`src/shared/pmr_pkg.sv`:
```
package pmr_pkg;

  // ==========================================================================
  // Register indices on the output-pin link
  localparam logic [3:0] IDX_JUNCTION_TEMPERATURE = 4'h0;
  localparam logic [3:0] IDX_COMPENSATED_FIELD_FIRST = 4'h1;
  localparam logic [3:0] IDX_COMPENSATED_FIELD_SECOND = 4'h2;
  localparam logic [3:0] IDX_ANGLE_INPUT_FIRST = 4'h3;
  localparam logic [3:0] IDX_ANGLE_INPUT_SECOND = 4'h4;
  localparam logic [3:0] IDX_POSITION_RESULT = 4'h5;
  localparam logic [3:0] IDX_OUTPUT_CODE = 4'h6;
  localparam logic [3:0] IDX_FIELD_AMPLITUDE = 4'h7;

  // ==========================================================================
  // Field layout and reset values
  localparam int REG_WIDTH = 16;
  localparam int ADDR_BITS = 4;
  localparam logic [15:0] UNSIGNED_MAX = 16'h7FFF;
  localparam logic [15:0] OFFSET_ACTIVE = 16'h7FFF;
  localparam logic [15:0] REG_RESET = 16'h0000;

  // ==========================================================================
  // Typical temperature calibration points, counts
  localparam logic [15:0] TEMP_COUNT_MINUS40 = 16'h0064;
  localparam logic [15:0] TEMP_COUNT_PLUS160 = 16'h2EE0;

  // ==========================================================================
  // Link timing
  localparam int CLOCK_MHZ = 40;
  localparam int BIT_TIME_US = 10;
  localparam int BIT_CYCLES = BIT_TIME_US * CLOCK_MHZ;

  // ==========================================================================
  // Link states, Gray coded along the frame
  typedef enum logic [1:0] {
    LINK_IDLE = 2'b00,
    LINK_ADDR = 2'b01,
    LINK_TURN = 2'b11,
    LINK_DATA = 2'b10
  } pmr_link_e;

  // ==========================================================================
  // One processed sample from the signal path
  typedef struct packed {
    logic [15:0] temperature;
    logic signed [15:0] comp_first;
    logic signed [15:0] comp_second;
    logic signed [15:0] angle_first;
    logic signed [15:0] angle_second;
    logic [15:0] position;
    logic [15:0] out_code;
  } pmr_sample_s;

  // Customer offset settings from nonvolatile configuration
  typedef struct packed {
    logic [15:0] offset_first;
    logic [15:0] offset_second;
  } pmr_offset_s;

endpackage : pmr_pkg

```
`src/hdl/pmr_readout.sv`:
```
`timescale 1ns/1ps
// Behaviour
// - Two signal channels, each one of three field components, chosen by variant.
// - Measurement registers are read-only snapshots of signal path stages.
// - Junction temperature is 16-bit unsigned, only 0 to 32767 used.
// - Temperature typically reads 100 at -40 C and 12000 at 160 C.
// - Each channel has a 16-bit two's-complement compensated field register.
// - Angle inputs are 16-bit signed values after customer corrections.
// - Position result is 16-bit unsigned, 0 to 32767.
// - Output code is 16-bit unsigned, 0 to 32767, equivalent of output.
// - Offsets both zero: amplitude about 1.6 times root of squared sum.
// - Either offset at 32767 selects the alternative amplitude calculation.
// - Registers are read by modulating the output pin, no extra pin.
module pmr_readout #(
  parameter int BIT_DIV = pmr_pkg::BIT_CYCLES
) (
  // Clock and reset
  input wire logic clock,
  input wire logic reset_n,
  // Signal path sample
  input wire logic sample_valid,
  input wire pmr_pkg::pmr_sample_s sample,
  input wire logic [1:0] variant_select,
  // Configuration
  input wire pmr_pkg::pmr_offset_s cust_offset,
  // Output pin, two-way
  input wire logic out_pin_sense,
  output logic out_pin_drive,
  output logic out_pin_oe,
  // Status
  output logic alt_amplitude,
  output logic [1:0] channel_select
);

  // Below 8 a reply's own last low bit could pass for a fresh start bit
  if (BIT_DIV < 8 || BIT_DIV > 65535) begin : g_bad_div
    $error("BIT_DIV out of range");
  end

  // ==========================================================================
  // Helpers
  function automatic logic [15:0] clamp_unsigned(input logic [15:0] v);
    clamp_unsigned = v[15] ? pmr_pkg::UNSIGNED_MAX : v;
  endfunction : clamp_unsigned

  function automatic logic [15:0] magnitude(input logic signed [15:0] v);
    logic [16:0] m;
    m = v[15] ? 17'(-$signed({v[15], v})) : {1'b0, v};
    magnitude = m[16] ? 16'hFFFF : m[15:0];
  endfunction : magnitude

  function automatic logic [16:0] isqrt(input logic [32:0] v);
    logic [33:0] rem;
    logic [16:0] root;
    logic [18:0] trial;
    logic [33:0] vx;
    rem = '0;
    root = '0;
    trial = '0;
    // One pad bit lets the top pair be taken like all the others
    vx = {1'b0, v};
    for (int i = 16; i >= 0; i--) begin
      rem = {rem[31:0], vx[2 * i + 1 -: 2]};
      trial = {root, 2'b01};
      if (rem >= 34'(trial)) begin
        rem = rem - 34'(trial);
        root = {root[15:0], 1'b1};
      end else begin
        root = {root[15:0], 1'b0};
      end
    end
    isqrt = root;
  endfunction : isqrt

  // Scale by 1.59375: cheap shifts stand in for the nominal factor
  function automatic logic [15:0] scale_16(input logic [16:0] v);
    logic [19:0] s;
    s = 20'(v) + 20'(v >> 1) + 20'(v >> 4) + 20'(v >> 5);
    scale_16 = (s > 20'(16'hFFFF)) ? 16'hFFFF : s[15:0];
  endfunction : scale_16

  // ==========================================================================
  // Variant decides which pair of components feeds the channels
  always_ff @(posedge clock or negedge reset_n) begin
    if (!reset_n) begin
      channel_select <= 2'h0;
    end else begin
      channel_select <= variant_select;
    end
  end

  // ==========================================================================
  // Amplitude datapath
  logic [15:0] mag_first;
  logic [15:0] mag_second;
  logic [32:0] sum_sq;
  logic [15:0] amp_root;
  logic [15:0] amp_alt;
  logic use_alt;

  always_comb begin
    mag_first = magnitude(sample.angle_first);
    mag_second = magnitude(sample.angle_second);
    sum_sq = 33'(mag_first * mag_first) + 33'(mag_second * mag_second);
    amp_root = scale_16(isqrt(sum_sq));
    // Alternative: larger magnitude plus half the smaller, then scaled
    if (mag_first > mag_second) begin
      amp_alt = scale_16(17'(mag_first) + 17'(mag_second >> 1));
    end else begin
      amp_alt = scale_16(17'(mag_second) + 17'(mag_first >> 1));
    end
    use_alt = (cust_offset.offset_first == pmr_pkg::OFFSET_ACTIVE) ||
              (cust_offset.offset_second == pmr_pkg::OFFSET_ACTIVE);
  end

  // ==========================================================================
  // Measurement registers, written only by the signal path
  logic [15:0] junction_temperature_ff;
  logic [15:0] compensated_field_first_ff;
  logic [15:0] compensated_field_second_ff;
  logic [15:0] angle_input_first_ff;
  logic [15:0] angle_input_second_ff;
  logic [15:0] position_result_ff;
  logic [15:0] output_code_ff;
  logic [15:0] field_amplitude_ff;

  always_ff @(posedge clock or negedge reset_n) begin
    if (!reset_n) begin
      junction_temperature_ff <= pmr_pkg::REG_RESET;
      compensated_field_first_ff <= pmr_pkg::REG_RESET;
      compensated_field_second_ff <= pmr_pkg::REG_RESET;
      angle_input_first_ff <= pmr_pkg::REG_RESET;
      angle_input_second_ff <= pmr_pkg::REG_RESET;
      position_result_ff <= pmr_pkg::REG_RESET;
      output_code_ff <= pmr_pkg::REG_RESET;
      field_amplitude_ff <= pmr_pkg::REG_RESET;
    end else if (sample_valid) begin
      // Calibration lives upstream; the register carries the count as given, clamped at 32767
      junction_temperature_ff <= clamp_unsigned(sample.temperature);
      compensated_field_first_ff <= sample.comp_first;
      compensated_field_second_ff <= sample.comp_second;
      angle_input_first_ff <= sample.angle_first;
      angle_input_second_ff <= sample.angle_second;
      position_result_ff <= clamp_unsigned(sample.position);
      output_code_ff <= clamp_unsigned(sample.out_code);
      field_amplitude_ff <= use_alt ? amp_alt : amp_root;
    end
  end

  // Mode flag tells which formula produced the amplitude now held
  always_ff @(posedge clock or negedge reset_n) begin
    if (!reset_n) begin
      alt_amplitude <= 1'b0;
    end else if (sample_valid) begin
      alt_amplitude <= use_alt;
    end
  end

  // ==========================================================================
  // Register readback, unused indices answer zero
  function automatic logic [15:0] read_reg(input logic [3:0] idx,
                                           input logic [127:0] regs);
    read_reg = (idx <= pmr_pkg::IDX_FIELD_AMPLITUDE) ? regs[idx[2:0] * 16 +: 16] : 16'h0000;
  endfunction : read_reg

  logic [127:0] reg_bank;
  assign reg_bank = {field_amplitude_ff, output_code_ff, position_result_ff,
                     angle_input_second_ff, angle_input_first_ff,
                     compensated_field_second_ff, compensated_field_first_ff,
                     junction_temperature_ff};

  // ==========================================================================
  // Output pin link: pin level synchronised, bit rate from a divider
  logic pin_meta_ff;
  logic pin_sync_ff;
  logic [15:0] div_ff;
  logic bit_en;

  always_ff @(posedge clock or negedge reset_n) begin
    if (!reset_n) begin
      pin_meta_ff <= 1'b1;
      pin_sync_ff <= 1'b1;
    end else begin
      pin_meta_ff <= out_pin_sense;
      pin_sync_ff <= pin_meta_ff;
    end
  end

  assign bit_en = (div_ff == 16'(BIT_DIV - 1));

  pmr_pkg::pmr_link_e state_ff;
  logic [3:0] addr_ff;
  logic [4:0] bit_cnt_ff;
  logic [15:0] shift_ff;

  // Divider restarts at the middle of the start bit so sampling lands mid-bit
  always_ff @(posedge clock or negedge reset_n) begin
    if (!reset_n) begin
      div_ff <= 16'h0000;
    end else if (state_ff == pmr_pkg::LINK_IDLE && !pin_sync_ff) begin
      div_ff <= (div_ff == 16'(BIT_DIV / 2)) ? 16'h0000 : div_ff + 16'h0001;
    end else if (state_ff == pmr_pkg::LINK_IDLE) begin
      div_ff <= 16'h0000;
    end else begin
      div_ff <= bit_en ? 16'h0000 : div_ff + 16'h0001;
    end
  end

  // ==========================================================================
  // Frame decode
  // Half a bit after the start edge puts every later sample mid-bit
  localparam logic [15:0] HALF_BIT = 16'(BIT_DIV / 2);
  logic start_seen;
  logic in_addr;
  logic in_turn;
  logic in_data;
  logic last_addr_bit;
  logic last_data_bit;

  // Start bit confirmed low at its middle
  assign start_seen = (state_ff == pmr_pkg::LINK_IDLE) && !pin_sync_ff &&
                      (div_ff == HALF_BIT);
  assign in_addr = (state_ff == pmr_pkg::LINK_ADDR);
  assign in_turn = (state_ff == pmr_pkg::LINK_TURN);
  assign in_data = (state_ff == pmr_pkg::LINK_DATA);
  assign last_addr_bit = (bit_cnt_ff == 5'(pmr_pkg::ADDR_BITS - 1));
  assign last_data_bit = (bit_cnt_ff == 5'(pmr_pkg::REG_WIDTH - 1));

  // State walks idle, address, turnaround, data and back to idle
  always_ff @(posedge clock or negedge reset_n) begin
    if (!reset_n) begin
      state_ff <= pmr_pkg::LINK_IDLE;
    end else begin
      unique case (state_ff)
        pmr_pkg::LINK_IDLE: begin
          // Nothing but a confirmed start bit leaves idle
          if (start_seen) begin
            state_ff <= pmr_pkg::LINK_ADDR;
          end
        end
        pmr_pkg::LINK_ADDR: begin
          if (bit_en && last_addr_bit) begin
            state_ff <= pmr_pkg::LINK_TURN;
          end
        end
        pmr_pkg::LINK_TURN: begin
          if (bit_en) begin
            state_ff <= pmr_pkg::LINK_DATA;
          end
        end
        pmr_pkg::LINK_DATA: begin
          if (bit_en && last_data_bit) begin
            state_ff <= pmr_pkg::LINK_IDLE;
          end
        end
      endcase
    end
  end

  // Bit counter restarts at the start bit and again at the turnaround
  always_ff @(posedge clock or negedge reset_n) begin
    if (!reset_n) begin
      bit_cnt_ff <= 5'h00;
    end else if (start_seen || (in_turn && bit_en)) begin
      bit_cnt_ff <= 5'h00;
    end else if ((in_addr || in_data) && bit_en) begin
      bit_cnt_ff <= bit_cnt_ff + 5'h01;
    end
  end

  // Index shifts in MSB first, one mid-bit sample at a time
  always_ff @(posedge clock or negedge reset_n) begin
    if (!reset_n) begin
      addr_ff <= 4'h0;
    end else if (in_addr && bit_en) begin
      addr_ff <= {addr_ff[2:0], pin_sync_ff};
    end
  end

  // Snapshot keeps the word coherent if a sample lands mid-reply
  always_ff @(posedge clock or negedge reset_n) begin
    if (!reset_n) begin
      shift_ff <= 16'h0000;
    end else if (in_turn && bit_en) begin
      shift_ff <= read_reg(addr_ff, reg_bank);
    end else if (in_data && bit_en) begin
      shift_ff <= {shift_ff[14:0], 1'b0};
    end
  end

  // ==========================================================================
  // Reply drive: the device drives the pin only while replying
  always_ff @(posedge clock or negedge reset_n) begin
    if (!reset_n) begin
      out_pin_drive <= 1'b1;
      out_pin_oe <= 1'b0;
    end else begin
      out_pin_oe <= in_data;
      out_pin_drive <= in_data ? shift_ff[15] : 1'b1;
    end
  end

endmodule : pmr_readout

```
`config.mk`:
```
export PLATFORM = sky130hd
export DESIGN_NAME = pmr_readout
export DESIGN_NICKNAME = d
export VERILOG_FILES = /design/src/shared/pmr_pkg.sv /design/src/hdl/pmr_readout.sv
export SDC_FILE = /design/constraint.sdc
export NUM_CORES = 2
export LEC_CHECK = 0
export BUFFER_PORTS_ARGS = -buffer_cell sky130_fd_sc_hd__buf_2
export CELL_PAD_IN_SITES_DETAIL_PLACEMENT = 1
export CELL_PAD_IN_SITES_GLOBAL_PLACEMENT = 1
export CORE_MARGIN = 5
export CORE_UTILIZATION = 45
export DETAILED_ROUTE_END_ITERATION = 7
export PLACE_DENSITY_LB_ADDON = 0.1
export SYNTH_ARGS = -nofsm -noshare
export SYNTH_HDL_FRONTEND = slang
export SYNTH_SLANG_ARGS = --single-unit
```
`constraint.sdc`:
```
create_clock -name clock -period 7.53 [get_ports clock]
set_input_delay 1.506 -clock clock [delete_from_list [all_inputs] [get_ports clock]]
set_output_delay 1.506 -clock clock [all_outputs]
set_load 0.1 [all_outputs]
```
==> results of run 1 <==
## timing repair
item / 4_1_cts
resized for setup: 194
setup endpoints to repair: 16
pin swaps: 227
setup buffers: 286
gates cloned: 4
## layer usage
metal | overflow | global-route usage
met2 | 178 | 0.9473
met5 | 0 | 0.4697
met3 | 5 | 0.6879
met1 | 4 | 0.7611
met4 | 112 | 0.8558
## cells by family after synthesis
group                    Yosys count  share of synthesized area
AND/OR/NAND/NOR                 1485                     0.1597
other                              2                  0.0001673
buffers and inverters           1032                    0.09031
XOR/XNOR                         324                    0.06455
AO/OA/AOI/OAI                   1272                     0.1930
adder cells (fa/ha/maj)          949                     0.3423
flip-flops                       175                    0.09764
multiplexers                     184                    0.05237
## Yosys cell counts (all sizes together) (30+ instances only)
master	number
nand3	95
and2	41
dfrtp	172
mux4	30
xnor2	241
buf	65
nand2b	55
inv	856
nand4	65
a21o	115
o21bai	98
nor2b	34
a211oi	39
and3	37
o211ai	41
a31oi	41
mux2i	60
xor2	83
o21ai	200
or3	44
nor2	534
a21oi	413
clkbuf	99
nor3	81
ha	484
fa	465
nand2	369
mux2	94
nor4	31
## metrics by stage
stage	cells	TNS [ns]	area [sq um]	setup slack, ns
after CTS	8765	-643.94	64160	-40.29
after detailed placement	8445	-680.10	60450	-42.56
after global placement	8445	-636.14	60450	-39.81
after floorplan	5446	-687.81	46090	-43.06
==> results.json, run 1 <==
{
  "synth_seq_area_share": 0.09764,
  "synthFlopType": "dfrtp_1",
  "stop_error": "[ERROR GRT-0232] Routing congestion too high. Check the congestion heatmap in the GUI.",
  "yosysWarnings": 0,
  "yosys-top-cells-area": "fa_1, ha_1, dfrtp_1",
  "cts_buffer_depth": 2,
  "fp.dieW_microns": 325.8,
  "syn_area_per_cell_sq_um": 8.278,
  "grt_use_total": 0.8027,
  "hpwl_mm": 160.3,
  "rows": 115,
  "stop_stage": "5_1_grt",
  "synth-edff-count": 0,
  "cts_sinks": 175,
  "yosysTopAreaCellShare": 0.2074,
  "synth_cell_type_count": 146,
  "cts_max_level": 4,
  "start_util": 0.4548,
  "worstEndpointType": "register input",
  "root_buffer": "clkbuf_16",
  "portBuffers": 154,
  "grt-worst-endpoint": "field_amplitude_ff[8]$_DFFE_PN0P_/D",
  "die_h_microns": 325.8,
  "outcome": "aborted with a tool error",
  "cts_buffers": 17,
  "netlist_instances": 5423,
  "grt_max_degree": 102,
  "gp_congestion": 0.9790,
  "antenna_found_initial": 56,
  "netlist_area_sq_um": 44890,
  "ys_seq_elements": 175,
  "synthArstFlopShare": 1.000,
  "yosysTopAreaCell": "fa_1",
  "grt-ovfl-total": 299,
  "pin_count": 155,
  "hold_buffers": 0
}
==> inputs of run 2 (changes only) <==
==> config.mk (replaced) <==
export PLATFORM = sky130hd
export DESIGN_NAME = pmr_readout
export DESIGN_NICKNAME = d
export VERILOG_FILES = /design/src/shared/pmr_pkg.sv /design/src/hdl/pmr_readout.sv
export SDC_FILE = /design/constraint.sdc
export NUM_CORES = 2
export LEC_CHECK = 0
export BUFFER_PORTS_ARGS = -buffer_cell sky130_fd_sc_hd__buf_2
export CORE_MARGIN = 5
export CORE_UTILIZATION = 30
export DETAILED_ROUTE_END_ITERATION = 7
export PLACE_DENSITY_LB_ADDON = 0.15
export SYNTH_ARGS = -nofsm -noshare
export SYNTH_HDL_FRONTEND = slang
export SYNTH_SLANG_ARGS = --single-unit
==> run 2 against run 1 <==
  * The flow now finishes, with violations (negative setup slack)
  * Synthesized cell count unchanged
  * Area after synthesis unchanged
==> results.json, run 2 <==
{
  "finalCritPeriodShare": 6.262,
  "core_sq_um": 149200,
  "yosys-top-cells-area": "fa_1, ha_1, dfrtp_1",
  "timing.reg2reg.setup_slack_ns": 4.68,
  "outcome": "finished, violations left",
  "violations": "negative setup slack",
  "cts_buffers": 17,
  "timing.fmax_mhz": 21.21,
  "n_antenna_cell": 0,
  "cp_slowest_cell": "or4_4",
  "crit_path_end_kind": "flop",
  "hpwl_mm": 139.6,
  "synth_seq_area_share": 0.09764,
  "cts_max_level": 4,
  "nNetsFinal": 8654,
  "cp-start-kind": "input port",
  "grt-ovfl-total": 0,
  "arrival_ns": 47.46,
  "rsz0062_at_grt": "yes",
  "post-synth-top-count-cell": "inv_1",
  "root_buffer": "clkbuf_16",
  "die_area_sq_um": 157500,
  "final_common_cell": "buf_4",
  "insertion_delay_ns": 0.44,
  "worst_ep_required_time_ns": 7.83,
  "worstHoldStart": "pin_meta_ff$_DFF_PN1_",
  "whs_endpoint": "pin_sync_ff$_DFF_PN1_",
  "grt_use_total": 0.2098,
  "grt_pass1_wl_mm": 266.5,
  "gp_congestion": 0.8878,
  "drt_iter0_markers": 2486,
  "drive_gt1_frac": 0.3812,
  "rows": 142,
  "cp_max_fo": 7,
  "min_period_ns": 47.15,
  "fin_tns_setup_ns": -632.72,
  "grt_pass1_vias": 48180,
  "grt.busiest_layer": "met2",
  "cap_violations": 0,
  "slew_violations": 0,
  "netlist_instances": 5423,
  "grt_use_met1": 0.2873,
  "portBuffers": 154,
  "hold_buffers": 0,
  "gr-usage-met3": 0.01508,
  "viasPerCell": 4.849,
  "antenna_left": 0,
  "antenna_found_initial": 0,
  "die_h_microns": 396.8,
  "tightest_slew_ns": 1.063,
  "finalSetupViolations": 16,
  "layout_common_cells": "buf_4, inv_1, nor2_1",
  "firstDrtPassIters": 5,
  "hold_path.class": "flop to flop",
  "pin_count": 155,
  "postLayoutCellArea_sq_um": 66160,
  "ys_seq_elements": 175,
  "wl_per_cell_microns": 17.70,
  "fp.dieW_microns": 396.8,
  "vias": 46130,
  "start_util": 0.3008,
  "place_area_sq_um": 61390,
  "synthArstFlopShare": 1.000,
  "wl_mm": 168.3,
  "yosysWarnings": 0,
  "hold_viol": 0,
  "yosysTopAreaCell": "fa_1",
  "r2r-start": "div_ff[10]$_DFF_PN0_",
  "area_growth_pct": 47.38,
  "met2_usage": 0.3725,
  "holdPathStages": 0,
  "grt_max_degree": 113,
  "fin_skew_ns": 0.009623,
  "worst-r2r-cell-count": 7,
  "critPathKind": "input port to flop",
  "fin_cells": 9512,
  "dp_cells": 9121,
  "slew_headroom": 0.2915,
  "path_common_cell": "buf_4",
  "synth-edff-count": 0,
  "drc": 0,
  "synthFlopType": "dfrtp_1",
  "r2r_end": "bit_cnt_ff[4]$_DFFE_PN0P_",
  "clk_pin_slew_ns": 0.08,
  "cts_tree": "built",
  "synth_cell_type_count": 146,
  "cts_sinks": 175,
  "cts_buffer_depth": 2,
  "synth_commonest_cells": "inv_1, nor2_1, ha_1",
  "yosysTopAreaCellShare": 0.2074,
  "fin_ws_ns": -39.62,
  "syn_area_per_cell_sq_um": 8.278,
  "critical-path-max-stage-delay_ns": 0.57,
  "netlist_area_sq_um": 44890
}
==> run 2: cell counts after synthesis <==
No cell type changed its count.
==> run 2: stage by stage <==
step / setup slack, ns / hold slack (ns) / utilization
after floorplan: -43.06 / 0.3452 / -
after global placement: -40.49 / 0.3525 / 0.4114
after detailed placement: -41.61 / 0.3499 / 0.4114
after CTS: -39.14 / 0.3650 / 0.4367
after global routing: -42.15 / 0.3687 / 0.4433
final: -39.62 / 0.3606 / 0.4433
==> run 2: critical path, delay by kind of cell <==
family | cells | cell delay, ns
AO/OA/AOI/OAI | 96 | 15.03
XOR/XNOR | 4 | 0.68
adder cells (fa/ha/maj) | 26 | 8.43
buffers and inverters | 95 | 10.82
multiplexers | 6 | 1.46
AND/OR/NAND/NOR | 60 | 9.45
==> run 2: layer usage <==
metal	share of wire	vias up	routed length, microns
li1	-	22780	-
met5	0	-	0
met2	0.49	821	82180
met3	0.035	119	5950
met4	0.014	0	2337
met1	0.46	22410	77870
==> run 2: repair_timing <==
action | 4_1_cts | 5_1_grt
setup buffers | 306 | 56
cloned | 3 | 0
endpoints found under the setup margin | 16 | 16
hold endpoints to repair | 0 | 0
resized for setup | 188 | 122
pin swaps | 179 | 87
==> run 2: worst max path at each step <==
stage,start,to,slack [ns]
2_1_floorplan,sample[53],field_amplitude_ff[11]$_DFFE_PN0P_,-43.06
3_3_place_gp,sample[53],field_amplitude_ff[2]$_DFFE_PN0P_,-40.49
3_5_place_dp,sample[41],field_amplitude_ff[1]$_DFFE_PN0P_,-41.61
4_1_cts,sample[54],field_amplitude_ff[8]$_DFFE_PN0P_,-39.14
5_1_grt,sample[55],field_amplitude_ff[4]$_DFFE_PN0P_,-42.15
6_report,sample[55],field_amplitude_ff[11]$_DFFE_PN0P_,-39.62
==> run 2: layout make-up <==
class                      instances  area, sq um
timing repair buffer            2252        16800
clock buffer                      17        425.4
inverter                         868         3358
fill                           14910        83090
sequential                       175         4384
clock inverter                    15        177.7
tap                             1944         2432
multi-input combinational       4241        38580
==> run 2: kinds of logic after synthesis <==
group           after synthesis  share of synthesized area
simple gates               1485                     0.1597
mux                         184                    0.05237
fa+ha+maj                   949                     0.3423
other cells                   2                  0.0001673
flops                       175                    0.09764
compound gates             1272                     0.1930
xor+xnor                    324                    0.06455
buf+inv                    1032                    0.09031
Power of run 2 is left out: the tool's default activity adds up to more than one toggle a clock period on the data nets, which glitch-free logic cannot reach.
